===== src/design/emu_run_pkg.sv =====
// Package: register map, field positions, reset values and codes for the emulator run control.
// Assumes a 32-bit APB slave with word-aligned registers.
package emu_run_pkg;

  // Register byte offsets
  localparam logic [7:0] CTRL_OFF     = 8'h00;
  localparam logic [7:0] CMD_OFF      = 8'h04;
  localparam logic [7:0] STATUS_OFF   = 8'h08;
  localparam logic [7:0] IRQ_STAT_OFF = 8'h0C;
  localparam logic [7:0] IRQ_MASK_OFF = 8'h10;
  localparam logic [7:0] CS_OFF       = 8'h14;
  localparam logic [7:0] IP_OFF       = 8'h18;
  localparam logic [7:0] FLAGS_OFF    = 8'h1C;
  localparam logic [7:0] CNT_OFF      = 8'h20;
  localparam logic [7:0] CMP0_OFF     = 8'h24;
  localparam logic [7:0] CMP1_OFF     = 8'h28;
  localparam logic [7:0] CMP2_OFF     = 8'h2C;
  localparam logic [7:0] CMP3_OFF     = 8'h30;
  localparam logic [7:0] GROUP_OFF    = 8'h34;

  // Control register fields
  localparam int CTRL_RDY_BIT = 0;

  // Command codes written to CMD (low 3 bits)
  localparam logic [2:0] CMD_RUN       = 3'h1;
  localparam logic [2:0] CMD_RUN_BRK   = 3'h2;
  localparam logic [2:0] CMD_VRUN      = 3'h3;
  localparam logic [2:0] CMD_VRUN_BRK  = 3'h4;
  localparam logic [2:0] CMD_RESET     = 3'h5;
  localparam logic [2:0] CMD_LOADVEC   = 3'h6;
  localparam logic [2:0] CMD_STOP      = 3'h7;

  // Interrupt status bit positions
  localparam int IRQ_BREAK_BIT  = 0;
  localparam int IRQ_REJECT_BIT = 1;
  localparam int IRQ_RELOAD_BIT = 2;
  localparam int IRQ_WIDTH      = 3;

  // Reset vector values
  localparam logic [15:0] RESET_CS    = 16'hFFFF;
  localparam logic [15:0] RESET_IP    = 16'h0000;
  localparam logic [15:0] RESET_FLAGS = 16'hF002;

  // Pod reset pulse length in clocks
  localparam int POD_RST_CYCLES = 4;

  // Run state
  typedef enum logic [0:0] {
    PAUSE = 1'b0,
    RUN   = 1'b1
  } run_state_t;

endpackage


===== src/design/emulator_run_control.sv =====
// Run control, ready selection and hardware event counter of an emulator pod.
// Assumes an APB master on clk, and target/pod signals synchronous to clk.
//
// Operation
// - Trigger with reload action copies group count comparator into counter.
// - Group switch keeps counter value unless reload listed for same events.
// - Ready switch on: own ready ends memory cycles without a target.
// - Ready switch off: cycles end only on target ready.
// - Ready source change accepted only while paused, rejected in run.
// - With internal ready on, first of internal or target ready wins.
// - Internal ready is not synchronised to target readiness.
// - Ready source defaults to target, internal if no target clock and internal clock strap at power-up.
// - Reset command resets pod and loads CS FFFF, IP 0, flags F002.
// - Reset during run resets pod in target and stops emulation.
// - Reset command never asserts the target reset signal.
// - Reset command and reset character stop run; character leaves image alone.
// - Four run variants: current or reloaded vectors, breaks on or off.
// - Vector-loading run variants accepted only in pause.
// - Breakpoint-enabled runs keep every defined event trigger active.
// - Vector run equals load vectors then matching current-location run.
`timescale 1ns/10ps
module emulator_run_control #(
  parameter int CNT_W = 16
) (
  // Clock and reset
  input  wire logic             clk,
  input  wire logic             sys_rst,
  // APB slave
  input  wire logic             psel,
  input  wire logic             penable,
  input  wire logic             pwrite,
  input  wire logic [7:0]       paddr,
  input  wire logic [31:0]      pwdata,
  output logic      [31:0]      prdata,
  output logic                  pready,
  output logic                  pslverr,
  // Power-up straps
  input  wire logic             targetClockSeen,
  input  wire logic             internalClockSel,
  // Host reset character
  input  wire logic             resetChar,
  // Event system
  input  wire logic             triggerHit,
  input  wire logic             counterReloadAction,
  input  wire logic             groupSwitchAction,
  input  wire logic [1:0]       groupSwitchTarget,
  input  wire logic             countIncrementAction,
  input  wire logic             breakAction,
  // Pod bus cycle
  input  wire logic             cycleRequest,
  input  wire logic             targetReady,
  output logic                  cycleReady,
  // Pod and target control
  output logic                  podReset,
  output logic                  targetReset,
  output logic                  eventsArmed,
  output logic                  countLimit,
  output logic                  irq
);

  emu_run_pkg::run_state_t runState;
  emu_run_pkg::run_state_t next_runState;

  logic             readySel;
  logic             strapDone;
  logic [15:0]      csImage;
  logic [15:0]      ipImage;
  logic [15:0]      flagsImage;
  logic [CNT_W-1:0] hwCounter;
  logic [CNT_W-1:0] cmpValue [4];
  logic [1:0]       activeGroup;
  logic             breaksOn;
  logic [2:0]       podRstCnt;
  logic [emu_run_pkg::IRQ_WIDTH-1:0] irqStat;
  logic [emu_run_pkg::IRQ_WIDTH-1:0] irqMask;

  // APB decode
  wire        wrEn     = psel & penable & pwrite;
  wire        rdEn     = psel & ~penable & ~pwrite;
  wire        cmdWr    = wrEn && paddr == emu_run_pkg::CMD_OFF;
  wire [2:0]  cmdCode  = pwdata[2:0];
  wire        isPause  = runState == emu_run_pkg::PAUSE;
  wire        isVecRun = cmdCode == emu_run_pkg::CMD_VRUN || cmdCode == emu_run_pkg::CMD_VRUN_BRK;
  wire        isRun    = cmdCode == emu_run_pkg::CMD_RUN || cmdCode == emu_run_pkg::CMD_RUN_BRK;
  wire        vecRunOk = cmdWr && isVecRun && isPause;
  wire        runOk    = cmdWr && isRun;
  wire        cmdReset = cmdWr && cmdCode == emu_run_pkg::CMD_RESET;
  wire        loadVec  = vecRunOk || cmdReset ||
                         (cmdWr && cmdCode == emu_run_pkg::CMD_LOADVEC && isPause);
  wire        stopReq  = cmdWr && cmdCode == emu_run_pkg::CMD_STOP;
  wire        ctrlWr   = wrEn && paddr == emu_run_pkg::CTRL_OFF;
  wire        rdySelOk = ctrlWr && isPause;
  wire        rejected = (ctrlWr && !isPause) || (cmdWr && isVecRun && !isPause) ||
                         (cmdWr && cmdCode == emu_run_pkg::CMD_LOADVEC && !isPause);
  wire        brkHit   = triggerHit && breakAction && breaksOn && !isPause;
  wire        cmpWr    = wrEn && paddr >= emu_run_pkg::CMP0_OFF && paddr <= emu_run_pkg::CMP3_OFF;
  wire [1:0]  cmpIdx   = 2'((paddr - emu_run_pkg::CMP0_OFF) >> 2);
  wire [1:0]  newGroup = groupSwitchAction ? groupSwitchTarget : activeGroup;
  wire        reloadEv = triggerHit && counterReloadAction;
  wire [emu_run_pkg::IRQ_WIDTH-1:0] irqEv = {reloadEv, rejected, brkHit};

  // Read mux
  logic [31:0] rdData;
  always_comb begin
    unique case (paddr)
      emu_run_pkg::CTRL_OFF:     rdData = {31'h0000_0000, readySel};
      emu_run_pkg::STATUS_OFF:   rdData = {29'h0000_0000, breaksOn, podReset, runState};
      emu_run_pkg::IRQ_STAT_OFF: rdData = {29'h0000_0000, irqStat};
      emu_run_pkg::IRQ_MASK_OFF: rdData = {29'h0000_0000, irqMask};
      emu_run_pkg::CS_OFF:       rdData = {16'h0000, csImage};
      emu_run_pkg::IP_OFF:       rdData = {16'h0000, ipImage};
      emu_run_pkg::FLAGS_OFF:    rdData = {16'h0000, flagsImage};
      emu_run_pkg::CNT_OFF:      rdData = 32'(hwCounter);
      emu_run_pkg::CMP0_OFF:     rdData = 32'(cmpValue[0]);
      emu_run_pkg::CMP1_OFF:     rdData = 32'(cmpValue[1]);
      emu_run_pkg::CMP2_OFF:     rdData = 32'(cmpValue[2]);
      emu_run_pkg::CMP3_OFF:     rdData = 32'(cmpValue[3]);
      emu_run_pkg::GROUP_OFF:    rdData = {30'h0000_0000, activeGroup};
      default:                   rdData = 32'h0000_0000;
    endcase
  end

  wire knownAddr = paddr <= emu_run_pkg::GROUP_OFF && paddr[1:0] == 2'b00;

  // APB answer, registered in setup, ready in first access cycle with no wait state
  always_ff @(posedge clk or posedge sys_rst) begin
    if (sys_rst) begin
      prdata  <= 32'h0000_0000;
      pready  <= 1'b0;
      pslverr <= 1'b0;
    end else begin
      if (rdEn) prdata <= rdData;
      pready  <= psel & ~penable;
      pslverr <= psel & ~penable & ~knownAddr;
    end
  end

  // Run state next value
  // state changes on run, break, stop, reset command or reset character
  always_comb begin
    next_runState = runState;
    unique case (runState)
      emu_run_pkg::PAUSE: if (runOk || vecRunOk) next_runState = emu_run_pkg::RUN;
      emu_run_pkg::RUN:   if (brkHit || stopReq || cmdReset || resetChar) next_runState = emu_run_pkg::PAUSE;
    endcase
  end

  always_ff @(posedge clk or posedge sys_rst) begin
    if (sys_rst) runState <= emu_run_pkg::PAUSE;
    else         runState <= next_runState;
  end

  // Break enable follows the chosen run variant
  // four run variants
  always_ff @(posedge clk or posedge sys_rst) begin
    if (sys_rst) begin
      breaksOn <= 1'b0;
    end else if (runOk || vecRunOk) begin
      breaksOn <= cmdCode == emu_run_pkg::CMD_RUN_BRK || cmdCode == emu_run_pkg::CMD_VRUN_BRK;
    end
  end

  always_ff @(posedge clk or posedge sys_rst) begin
    if (sys_rst) eventsArmed <= 1'b0;
    else         eventsArmed <= (next_runState == emu_run_pkg::RUN) && (breaksOn || runOk || vecRunOk) &&
                                !(runOk || vecRunOk) || ((runOk || vecRunOk) &&
                                (cmdCode == emu_run_pkg::CMD_RUN_BRK || cmdCode == emu_run_pkg::CMD_VRUN_BRK));
  end

  // Ready source, strap caught after reset release
  // power-up default
  always_ff @(posedge clk or posedge sys_rst) begin
    if (sys_rst) begin
      readySel  <= 1'b0;
      strapDone <= 1'b0;
    end else if (!strapDone) begin
      readySel  <= !targetClockSeen && internalClockSel;
      strapDone <= 1'b1;
    end else if (rdySelOk) begin
      readySel  <= pwdata[emu_run_pkg::CTRL_RDY_BIT];
    end
  end

  // Cycle end: internal ready unsynchronised, else target ready
  // ready select
  always_ff @(posedge clk or posedge sys_rst) begin
    if (sys_rst) cycleReady <= 1'b0;
    else         cycleReady <= cycleRequest && (readySel || targetReady);
  end

  // Register image, vector load and pause writes
  // reset loads vectors
  always_ff @(posedge clk or posedge sys_rst) begin
    if (sys_rst) begin
      csImage    <= emu_run_pkg::RESET_CS;
      ipImage    <= emu_run_pkg::RESET_IP;
      flagsImage <= emu_run_pkg::RESET_FLAGS;
    end else if (loadVec) begin
      csImage    <= emu_run_pkg::RESET_CS;
      ipImage    <= emu_run_pkg::RESET_IP;
      flagsImage <= emu_run_pkg::RESET_FLAGS;
    end else if (wrEn && isPause) begin
      if (paddr == emu_run_pkg::CS_OFF)    csImage    <= pwdata[15:0];
      if (paddr == emu_run_pkg::IP_OFF)    ipImage    <= pwdata[15:0];
      if (paddr == emu_run_pkg::FLAGS_OFF) flagsImage <= pwdata[15:0];
    end
  end

  // Pod reset pulse from command or reset character
  always_ff @(posedge clk or posedge sys_rst) begin
    if (sys_rst) begin
      podRstCnt <= 3'h0;
      podReset  <= 1'b0;
    end else begin
      if (cmdReset || resetChar) podRstCnt <= 3'(emu_run_pkg::POD_RST_CYCLES);
      else if (podRstCnt != 3'h0) podRstCnt <= podRstCnt - 3'h1;
      podReset <= cmdReset || resetChar || podRstCnt > 3'h1;
    end
  end

  always_ff @(posedge clk or posedge sys_rst) begin
    if (sys_rst) targetReset <= 1'b0;
    else         targetReset <= 1'b0;
  end

  // Comparators per group
  always_ff @(posedge clk or posedge sys_rst) begin
    if (sys_rst) begin
      for (int i = 0; i < 4; i++) cmpValue[i] <= '0;
    end else if (cmpWr) begin
      cmpValue[cmpIdx] <= pwdata[CNT_W-1:0];
    end
  end

  // Hardware counter and active group
  // reload from comparator
  always_ff @(posedge clk or posedge sys_rst) begin
    if (sys_rst) begin
      hwCounter   <= '0;
      activeGroup <= 2'h0;
      countLimit  <= 1'b0;
    end else begin
      if (triggerHit) activeGroup <= newGroup;
      if (reloadEv) hwCounter <= cmpValue[newGroup];
      else if (triggerHit && countIncrementAction) hwCounter <= hwCounter + 1'b1;
      else if (wrEn && paddr == emu_run_pkg::CNT_OFF) hwCounter <= pwdata[CNT_W-1:0];
      countLimit <= hwCounter == cmpValue[activeGroup];
    end
  end

  // Interrupt status, set wins over write-one clear
  always_ff @(posedge clk or posedge sys_rst) begin
    if (sys_rst) begin
      irqStat <= '0;
      irqMask <= '0;
      irq     <= 1'b0;
    end else begin
      if (wrEn && paddr == emu_run_pkg::IRQ_MASK_OFF) irqMask <= pwdata[emu_run_pkg::IRQ_WIDTH-1:0];
      if (wrEn && paddr == emu_run_pkg::IRQ_STAT_OFF)
        irqStat <= (irqStat & ~pwdata[emu_run_pkg::IRQ_WIDTH-1:0]) | irqEv;
      else
        irqStat <= irqStat | irqEv;
      irq <= |(irqStat & irqMask);
    end
  end

endmodule // emulator_run_control


===== config.mk =====
export PLATFORM = sky130hd
export DESIGN_NAME = emulator_run_control
export DESIGN_NICKNAME = d
export VERILOG_FILES = /design/src/design/emu_run_pkg.sv /design/src/design/emulator_run_control.sv
export SDC_FILE = /design/constraint.sdc
export NUM_CORES = 1
export LEC_CHECK = 0
export BUFFER_PORTS_ARGS = -buffer_cell sky130_fd_sc_hd__buf_4
export CAP_MARGIN = 10
export CORE_MARGIN = 8
export CORE_UTILIZATION = 45
export CTS_CLUSTER_SIZE = 12
export DETAILED_ROUTE_END_ITERATION = 16
export PLACE_DENSITY = 0.76
export SETUP_SLACK_MARGIN = 0.05
export SYNTH_ARGS = -nofsm -noshare
export SYNTH_HDL_FRONTEND = slang
export SYNTH_SLANG_ARGS = --single-unit

===== constraint.sdc =====
create_clock -name clk -period 9.9 [get_ports clk]
set_input_delay 0.495 -clock clk [delete_from_list [all_inputs] [get_ports clk]]
set_output_delay 0.495 -clock clk [all_outputs]
set_load 0.02 [all_outputs]

# Word level (Yosys, flattened, before mapping)
# Cells that the tools add are included.
# op_classes
addsub,3
magnitude_cmp,8
n_eq_ne,22
muxes,31
bitwise_logic,17
reduce_logical,63
# ops
cell,n
16-bit two-way mux,17
16-bit one-hot mux with 13 select lines,1
16-bit binary-select mux with 2-bit select,2
64-bit bitwise mux,1
8-bit by 6-bit equality test with 1-bit output (second input constant),6
16-bit demux with 2-bit select,1
8-bit by 5-bit equality test with 1-bit output (second input constant),4
1-bit logical AND,31
1-bit logical OR,17
16-bit by 1-bit adder with 16-bit output (second input constant),1
16-bit equality test,1
8-bit by 4-bit equality test with 1-bit output (second input constant),2
8-bit by 6-bit <= comparator with 1-bit output (second input constant),2
3-bit equality test (second input constant),4
2-bit nonzero test,5
3-bit greater-or-equal comparator (second input constant),3
3-bit two-way mux,3
2-bit NOT with 3-bit output,3
8-bit by 3-bit equality test with 1-bit output (second input constant),1
8-bit by 6-bit greater-or-equal comparator with 1-bit output (second input constant),1
8-bit logical NOT,1
3-bit AND,2
3-bit by 2-bit equality test with 1-bit output (second input constant),2
3-bit OR,2
17 further kinds,31
# totals
register_bits,182
inputBits,57
output_inout_bits,40

# Depth between registers and ports, before layout
# Gate-level depths: netlist of the first run.
# depth
ltp_word,12
mapped_depth,8
mapped_depth_nobuf,6

# Worst setup path after synthesis of the first run
# OpenSTA, ideal clock, no wires.
# synth_path
kind,input port to flip-flop
from,in paddr[4]
to,reg cmpValue[51] (netlist bit)
setup_ns,0.125
arrival_ns,2.091
path_slack_ns,7.685
cell_stages,6
n_path_buf,3
path_cell_list,buf_2 or4b_1 buf_4 nor3_4 buf_6 mux2_2
# synth_between
elab_chain_len,3
# synth_lines
item,line,rtl
from (decl),emulator_run_control.sv:32,"input wire logic [7:0] paddr,"
8-bit by 6-bit greater-or-equal comparator with 1-bit output,emulator_run_control.sv:96,wire cmpWr = wrEn && paddr >= emu_run_pkg::CMP0_OFF && paddr <= emu_run_pkg::CMP3_OFF;
1-bit logical AND,emulator_run_control.sv:96,
1-bit logical AND (*),emulator_run_control.sv:96,
"to (signal, indexed assignment)",emulator_run_control.sv:231,cmpValue[cmpIdx] <= pwdata[CNT_W-1:0];
to (decl),emulator_run_control.sv:70,logic [CNT_W-1:0] cmpValue [4];
# Mark *: on every way between the ends. The rest lies on a longest branch, timed or not.
# A chain may end at the register's enable or synchronous reset.

# Worst setup path after layout of the first run
# layout_path
from,in paddr[3]
to,reg cmpValue[8] (netlist bit)
# layout_between
elab_chain_len,7
# layout_lines
item,line,rtl
4-bit by 3-bit subtractor with 4-bit output,emulator_run_control.sv:97,wire [1:0] cmpIdx = 2'((paddr - emu_run_pkg::CMP0_OFF) >> 2);
2-bit NOT with 3-bit output (implied by the code),emulator_run_control.sv:231,
3-bit greater-or-equal comparator (implied by the code) / 3-bit by 1-bit < comparator with 1-bit output (equally long branches),emulator_run_control.sv:231,
1-bit logical AND (implied by the code),emulator_run_control.sv:231,
16-bit two-way mux (implied by the code),emulator_run_control.sv:231,
16-bit demux with 2-bit select,emulator_run_control.sv:231,
64-bit bitwise mux,emulator_run_control.sv:231,
# Parallel ways exist; a longest one is shown, timed or not.

==> results of run 1 <==
==> cells by family (layout without fill, tap and decap cells) <==
| logic type | after synthesis | after routing | synth area share, % |
|---|---|---|---|
| xor+xnor | 23 | 23 | 2.12 |
| flops | 166 | 166 | 44.0 |
| fa+ha+maj | 4 | 4 | 0.526 |
| compound gates | 182 | 182 | 13.4 |
| other cells | 2 | 18 | 0.0790 |
| buf+inv | 95 | 115 | 5.29 |
| simple gates | 268 | 268 | 14.4 |
| mux | 141 | 141 | 20.2 |
==> layout make-up <==
| type | count | share of cell area, % |
|---|---|---|
| multi-input combinational | 636 | 46.5 |
| sequential | 166 | 39.5 |
| timing repair buffer | 75 | 5.32 |
| clock buffer | 23 | 4.33 |
| tap | 275 | 3.25 |
| clock inverter | 8 | 0.745 |
| inverter | 9 | 0.367 |
==> registers in the layout, indices dropped and copies added, names as in the netlist <==
signal and flops:
activeGroup 2, flagsImage 16, podRstCnt 3, readySel 1, countLimit 1, strapDone 1
runState 1, pslverr 1, hwCounter 16, irqMask 3, irqStat 3, irq 1
csImage 16, prdata 16, ipImage 16, breaksOn 1, podReset 1, cmpValue 64
pready 1, eventsArmed 1, cycleReady 1
==> worst reg2reg max path, stage by stage, from the launching register on <==
cell and delay [ns]:
dfrtp_1 1.05, mux4_2 0.46, xnor2_1 0.29, nand4_1 0.24, nor4_1 0.38
==> synth_stat cells, drive strengths merged, types with 17 or more instances <==
library cell and count:
a22oi 34, mux2 78, nand3 40, o21ai 40, mux4 33, a21oi 23
clkbuf 33, dfrtp 145, nor3 17, nand2 108, dfstp 21, mux2i 30
xnor2 19, nor2 50, buf 53
==> layer usage <==
metal / share of wire [%] / vias to the layer above / wire (µm)
met5: 0 / - / 0
met4: 4.7 / 0 / 1360
met3: 10 / 84 / 2900
met2: 46 / 450 / 13300
met1: 39 / 3909 / 11400
li1: - / 3273 / -
==> per-stage QoR <==
stage | utilization, % | hold slack [ns] | setup slack, ns | cells
finish | 50.6 | 0.262 | 6.85 | 1192
global route | 50.6 | 0.270 | 6.74 | 1192
CTS | 50.6 | 0.263 | 6.97 | 1192
detailed placement | 48.1 | 0.438 | 6.55 | 1161
global placement | 48.1 | 0.433 | 6.55 | 1161
floorplan | - | 0.429 | 4.95 | 897
==> where the power goes <==
part	total (mW)	switching, mW	leakage (nW)	internal [mW]
logic	0.221	0.128	2.16	0.0934
registers	0.753	0.0417	2.17	0.712
clock network	0.630	0.278	0.250	0.351
==> final timing paths <==
kind,start,to
max,paddr[3],cmpValue[8]$_DFFE_PP0P_
min,targetReady,cycleReady$_DFF_PP0_
max reg2reg,activeGroup[1]$_DFFE_PP0P_,countLimit$_DFF_PP0_
min reg2reg,strapDone$_DFF_PP0_,readySel$_DFFE_PP0P_
max in group asynchronous,sys_rst,cmpValue[17]$_DFFE_PP0P_
min in group asynchronous,sys_rst,irqMask[2]$_DFFE_PP0P_
==> results.cfg, run 1 <==
[global_route]
gr-total-overflow = 0
grt_pass1_wl_um = 44800
busiest_layer = met2
globalRouteMet3Util_pct = 6.49
grt_pass1_vias = 7653
antenna_found_initial = 1
grt_max_degree = 116
grtUsageTotal_pct = 22.1
use_met1_pct = 28.3
gr-usage-met2_pct = 34.0

[routing]
wl_um = 29000
avgViaCountPerCell = 6.47
vias = 7716
dr.pass1.iters = 5
routedWlPerCell_um = 24.3
drcViolationCount = 0
antenna_left = 0
drt_iter0_drc = 1103

[cells_and_area]
final-seq-area_um2 = 4180
finalInstanceArea_um2 = 10600
nets = 966
syn_to_final_growth_pct = 11.2
final_common_cell = dfrtp_1
multi_input_area_um2 = 4910
final_layout_size_suffix_gt1_share_pct = 27.2
fillers = 1841
mostFrequentLayoutCells = 145 x dfrtp_1, 107 x nand2_1, 75 x buf_4, 70 x mux2_2, 50 x nor2_1
diodes = 0

[floorplanning]
row_count = 53
ios = 97
die_width_um = 161
start_util_pct = 45.5
dieArea_um2 = 26000
fp.coreArea_um2 = 20900
die_h_um = 161

[timing]
fmax_ghz = 0.328
hold_violations = 0
timing.final.crit_share_pct = 30.8
rsz0062_at_grt = false
setup_viol = 0
finClkSkew_ns = 0.0140
tns_ns = 0
tightest_slew_ns = 1.17
maxSlewViolCount = 0
relSlewSlack_pct = 22.0
finalCriticalPeriod_ns = 3.05

[place]
place_hpwl_um = 18800
port_buffers = 63
gp_congestion = 0.913
placed_area_um2 = 10000

[logic_synthesis]
synth_edf_count = 0
syn_inst = 881
async_reset_ff_share_pct = 100
synth_area_um2 = 9510
ys_ff_latch = 166
yosys_warnings = 0
synth_top_area_cell = dfrtp_1
synth_top_area_share_pct = 38.2
synth.area.top_cells = dfrtp_1 38%, mux2_2 8.3%, mux4_2 7.8%
yosysSeqAreaShare_pct = 44.0
synth.distinct_cells = 79
ys.flop_type = dfrtp_1
avgSynthCellArea_um2 = 10.8

[power_and_ir_drop]
total_power_mw = 1.60
power_density_nw_per_um2 = 152
power.leakage_nw = 4.59
peakVddDrop_uv = 133

[critical_path]
path_buf_inv = 1
cp_slowest_cell = nor4_4
worst-path-stages = 5
slowest_delay_ns = 0.83
startpoint_type = input port
cp_top_family = simple AND/OR/NAND/NOR gates
cp_data_required_time_ns = 10.21
path_class = input port to flop
worstPathArrival_ns = 3.36
end_kind = flop
crit_path_cell_trace = buf_4 -> nor4_4 -> and2_1 -> nand3_4 -> mux2_1
r2r_slack_ns = 7.34
cp_max_fo = 31
r2r_cells = 4

[clock_tree]
cts_root_buf = clkbuf_16
cts_setup_buffers = 0
cts_made_buffers = 17
clock-sinks = 166
cts_htree_levels = 4
clk-insertion-delay-late_ns = 0.43
clk_pin_slew_ns = 0.07
cts_tree = built
cts_repair_resize_count = 0
clk_path_buf_depth = 2
cts_hold_buf = 0

[worst_hold_path]
whs_path_depth = 2
hp-class = input port to flop

[outcome]
status = finished clean

[flow_run]
drv_cap = 0
No activity file was read; power rests on OpenSTA's default activity.
==> run 2: changes to the inputs <==
- clock period: 9.9 -> 3.1 ns (I/O delays scaled with it)
==> run 2 against run 1 <==
  * Sequential cell count stayed put
  * Worst setup slack got worse by 6.2 ns
  * Clock skew rose by 0.00060 ns
  * Sequential power grew to 3.2 times the previous value
  * Worst hold slack lost 0.25 ns
  * Via count rose by 2.8%
  * Register-to-register slack got worse by 6.6 ns
  * Utilization increased by 1.9 points
  * Largest cell class unchanged
==> results.cfg, run 2 (same netlist as run 1, synthesis figures left out) <==
[outcome]
status = finished clean

[routing]
wl_um = 29300
antenna_left = 0
avgViaCountPerCell = 6.47
routedWlPerCell_um = 23.9
drcViolationCount = 0
drt_iter0_drc = 857
vias = 7934
dr.pass1.iters = 5

[cells_and_area]
final_common_cell = dfrtp_1
mostFrequentLayoutCells = 145 x dfrtp_1, 107 x nand2_1, 91 x buf_4, 70 x mux2_2, 50 x nor2_1
nets = 1000
diodes = 0
final_layout_size_suffix_gt1_share_pct = 28.5
largest_reg_flops = 64
finish.utilization_pct = 52.5
syn_to_final_growth_pct = 15.3
regMostFlops = cmpValue

[power_and_ir_drop]
clockPowerShare_pct = 41.7
switchingPower_mw = 1.44
pwr-share-comb_pct = 13.6
pwr-share-seq_pct = 44.7
p_int_mw = 3.95
power_density_nw_per_um2 = 491
power.leakage_nw = 4.80
switching_share_pct = 26.7
peakVddDrop_uv = 327

[global_route]
grt_pass1_vias = 7971
gr-total-overflow = 0
grt_pass1_wl_um = 46100
grt_max_degree = 89
antenna_found_initial = 1
grtUsageTotal_pct = 22.8

[critical_path]
startpoint_type = flop
path_class = flop to flop
cp_data_required_time_ns = 3.41
cp_top_family = flip-flops
crit_path_cell_trace = mux4_2 -> xnor2_1 -> nand4_1 -> nor4_1
cp_max_fo = 19
slowest_delay_ns = 1.02
worstPathArrival_ns = 2.71
path_buf_inv = 0
cp_slowest_cell = dfrtp_1
r2r_slack_ns = 0.69
end_kind = flop

[clock_tree]
cts_root_buf = clkbuf_16
clk-insertion-delay-late_ns = 0.44
cts_htree_levels = 4
clock-sinks = 166
cts_tree = built
clk_path_buf_depth = 2
cts_made_buffers = 17
cts_repair_resize_count = 0
clk_pin_slew_ns = 0.06
cts_setup_buffers = 0
cts_hold_buf = 17

[timing]
hold_violations = 0
tightest_slew_ns = 1.04
tns_ns = 0
fin_hold_ws_ns = 0.0131
finClkSkew_ns = 0.0146
rsz0062_at_grt = false
fmax_ghz = 0.416
setup_viol = 0
timing.final.crit_share_pct = 77.6
relSlewSlack_pct = 30.9
finalCriticalPeriod_ns = 2.41
maxSlewViolCount = 0

[flow_run]
drv_cap = 0

[place]
place_hpwl_um = 19600
gp_congestion = 0.955
port_buffers = 63

[worst_hold_path]
hp-class = input port to flop

[floorplanning]
ios = 97
fp.coreArea_um2 = 20900
die_h_um = 161
start_util_pct = 45.5
row_count = 53
dieArea_um2 = 26000
die_width_um = 161
run 2: changes by cell type in the layout (fill, tap and decap cells not counted):
cell	change
buf_12	+1
buf_4	+16
clkbuf_8	+3
clkinvlp_4	-2
nor4b_2	+1
clkinv_4	+2
dlygate4sd3_1	+17
bufinv_16	+2
clkbuf_1	-4
nor4b_4	-1
run 2: layout make-up:
type	count	area, µm²
fillers	1776	9920
multi-input cells	636	4910
flip-flops and latches	166	4180
repair buffers	109	873
clock buffers	22	484
well taps	275	344
clock inverters	10	143
inverters	9	37.5
run 2: final timing paths:
path | from | end | depth (start not counted)
min | pwdata[6] | csImage[6]$_DFFE_PP1P_ | 3
max in group asynchronous | sys_rst | ipImage[12]$_DFFE_PP0P_ | 4
min in group asynchronous | sys_rst | prdata[12]$_DFFE_PP0P_ | 4
min reg2reg | csImage[11]$_DFFE_PP1P_ | csImage[11]$_DFFE_PP1P_ | 2
max reg2reg | activeGroup[1]$_DFFE_PP0P_ | countLimit$_DFF_PP0_ | 4
max | activeGroup[1]$_DFFE_PP0P_ | countLimit$_DFF_PP0_ | 4
run 2: layer usage:
layer  share of wire [%]  GRT usage (%)  vias to the layer above
met2                  45           34.6                      536
met3                  11           5.78                      129
met5                   0              0                        -
met4                 6.0           14.3                        0
li1                    -              -                     3358
met1                  38           28.7                     3911
run 2: worst min-delay path, stage by stage:
cell and delay, ns:
buf_4 0.16, nand2_1 0.07, nand3_1 0.07
run 2: power groups by stage:
stage	clock, mW	sequential, mW	combinational (mW)
floorplan	0	2.38	0.542
global placement	0	2.43	0.688
detailed placement	0	2.44	0.707
CTS	2.26	2.40	0.729
global route	2.36	2.42	0.795
finish	2.25	2.41	0.734
run 2: through the flow:
step / total power [mW] / instances / instance area (µm²) / worst slack, ns
after CTS: 5.39 / 1227 / 11000 / 0.810
after global placement: 3.12 / 1178 / 10200 / 0.778
final: 5.39 / 1227 / 11000 / 0.695
after floorplan: 2.92 / 897 / 9570 / 0.849
after global routing: 5.57 / 1227 / 11000 / 0.660
after detailed placement: 3.15 / 1178 / 10200 / 0.779
==> run 3: changes to the inputs <==
- clock period: 3.1 -> 2.3 ns (I/O delays scaled with it)
==> run 3 against run 2 <==
  * Register-to-register slack worse by 0.52 ns
  * Global-route usage barely moved
  * Critical path depth increased by 1
  * Utilization rose by 1.2 points
  * Critical path type unchanged
==> results.cfg, run 3 (same netlist as run 1, synthesis figures left out) <==
[cells_and_area]
nets = 1036
fillers = 1796
stdcell_count = 1263
final_layout_size_suffix_gt1_share_pct = 30.1
finalInstanceArea_um2 = 11200
multi_input_area_um2 = 4910
syn_to_final_growth_pct = 18.0
regMostFlops = cmpValue
diodes = 0
mostFrequentLayoutCells = 145 x dfrtp_1, 115 x buf_4, 107 x nand2_1, 70 x mux2_2, 50 x nor2_1
final-seq-area_um2 = 4180
largest_reg_flops = 64
finish.utilization_pct = 53.7
final_common_cell = dfrtp_1

[timing]
worst_slack_ns = 0.174
finalCriticalPeriod_ns = 2.13
tns_ns = 0
setup_viol = 0
tightest_slew_ns = 1.08
timing.final.crit_share_pct = 92.4
fin_hold_ws_ns = 0.0260
hold_violations = 0
rsz0062_at_grt = false
maxSlewViolCount = 0
relSlewSlack_pct = 28.3
finClkSkew_ns = 0.00891
fmax_ghz = 0.470

[critical_path]
startpoint_type = flop
slowest_delay_ns = 0.53
worstPathArrival_ns = 2.43
end_kind = flop
path_buf_inv = 1
r2r_slack_ns = 0.17
cp_max_fo = 18
reg2reg_to = countLimit$_DFF_PP0_
cp_data_required_time_ns = 2.60
r2r_cells = 5
crit_path_cell_trace = buf_12 -> mux4_2 -> xnor2_1 -> nand4_1 -> nor4_1
timing.rr.start = activeGroup[0]$_DFFE_PP0P_
cp_top_family = simple AND/OR/NAND/NOR gates
cp_slowest_cell = mux4_2
path_class = flop to flop

[place]
post-place-ws_ns = 0.156
place_hpwl_um = 20700
port_buffers = 63
dp_cells = 1207
placed_area_um2 = 10500
gp_congestion = 0.934

[floorplanning]
fp.coreArea_um2 = 20900
ios = 97
die_h_um = 161
dieArea_um2 = 26000
row_count = 53
start_util_pct = 45.5
die_width_um = 161

[routing]
drt_iter0_drc = 866
dr.pass1.iters = 5
wl_um = 29200
antenna_left = 0
routedWlPerCell_um = 23.1
avgViaCountPerCell = 6.28
drcViolationCount = 0
vias = 7927

[worst_hold_path]
whs_path_depth = 3
min-delay-start = pwdata[0]
min_to = csImage[0]$_DFFE_PP1P_
hp-class = input port to flop

[global_route]
grtUsageTotal_pct = 22.8
grt_max_degree = 137
antenna_found_initial = 1
grt_pass1_wl_um = 46400
gr-total-overflow = 0
grt_pass1_vias = 8069

[clock_tree]
clk-insertion-delay-late_ns = 0.43
cts_root_buf = clkbuf_16
cts_setup_buffers = 0
cts_made_buffers = 17
cts_htree_levels = 4
clock-sinks = 166
clk_path_buf_depth = 2
clk_pin_slew_ns = 0.06
cts_tree = built

[power_and_ir_drop]
peakVddDrop_uv = 452
total_power_mw = 6.97
power_density_nw_per_um2 = 621
power.leakage_nw = 4.94

[flow_run]
drv_cap = 0

[outcome]
status = finished clean
run 3: cell count changes in the layout (fill, tap and decap cells not counted), sizes merged:
| cell | delta |
|---|---|
| inv | -2 |
| bufinv | -2 |
| buf | +29 |
| dlygate4sd3 | +6 |
| clkinvlp | +2 |
| clkbuf | +2 |
| clkinv | +1 |
run 3: area by class of cell:
class / count / area share [%]
multi-input combinational: 636 / 43.7
timing repair buffer: 145 / 10.9
clock buffer: 23 / 4.08
inverter: 9 / 0.334
tap: 275 / 3.07
sequential: 166 / 37.2
clock inverter: 9 / 0.724
run 3: worst max path at each step:
| stage | startpoint | end | slack, ns | depth (start not counted) |
|---|---|---|---|---|
| 6_report | activeGroup[0]$_DFFE_PP0P_ | countLimit$_DFF_PP0_ | 0.17 | 5 |
| 5_1_grt | runState$_DFF_PP0_ | flagsImage[11]$_DFFE_PP0P_ | 0.09 | 5 |
| 4_1_cts | activeGroup[0]$_DFFE_PP0P_ | countLimit$_DFF_PP0_ | 0.21 | 5 |
| 3_5_place_dp | paddr[3] | prdata[6]$_DFFE_PP0P_ | 0.16 | 5 |
| 3_3_place_gp | paddr[3] | prdata[9]$_DFFE_PP0P_ | 0.25 | 5 |
| 2_1_floorplan | sys_rst | activeGroup[0]$_DFFE_PP0P_ | 0.09 | 1 |
run 3: worst register-to-register path: cells and delay by family (launching register included):
family / cells / cell delay [ns]
AND/OR/NAND/NOR: 2 / 0.58
multiplexers: 1 / 0.54
flip-flops: 1 / 0.44
XOR/XNOR: 1 / 0.23
buffers and inverters: 1 / 0.22
run 3: layer usage:
metal	wire length [µm]	GRT usage, %
met1	11400	28.9
met2	13300	35.3
met3	2730	5.09
met4	1770	13.9
met5	0	0
run 3: what timing repair did:
item / in CTS / in global routing
gates resized for setup: 0 / 0
endpoints found under the hold margin: 198 / 0
hold buffers: 23 / 0
run 3: power by group:
part           switching, mW  total [mW]  leakage [nW]  internal, mW
clock                   1.17        2.68         0.257          1.51
sequential             0.165        3.23          2.17          3.06
combinational          0.584        1.05          2.51         0.471
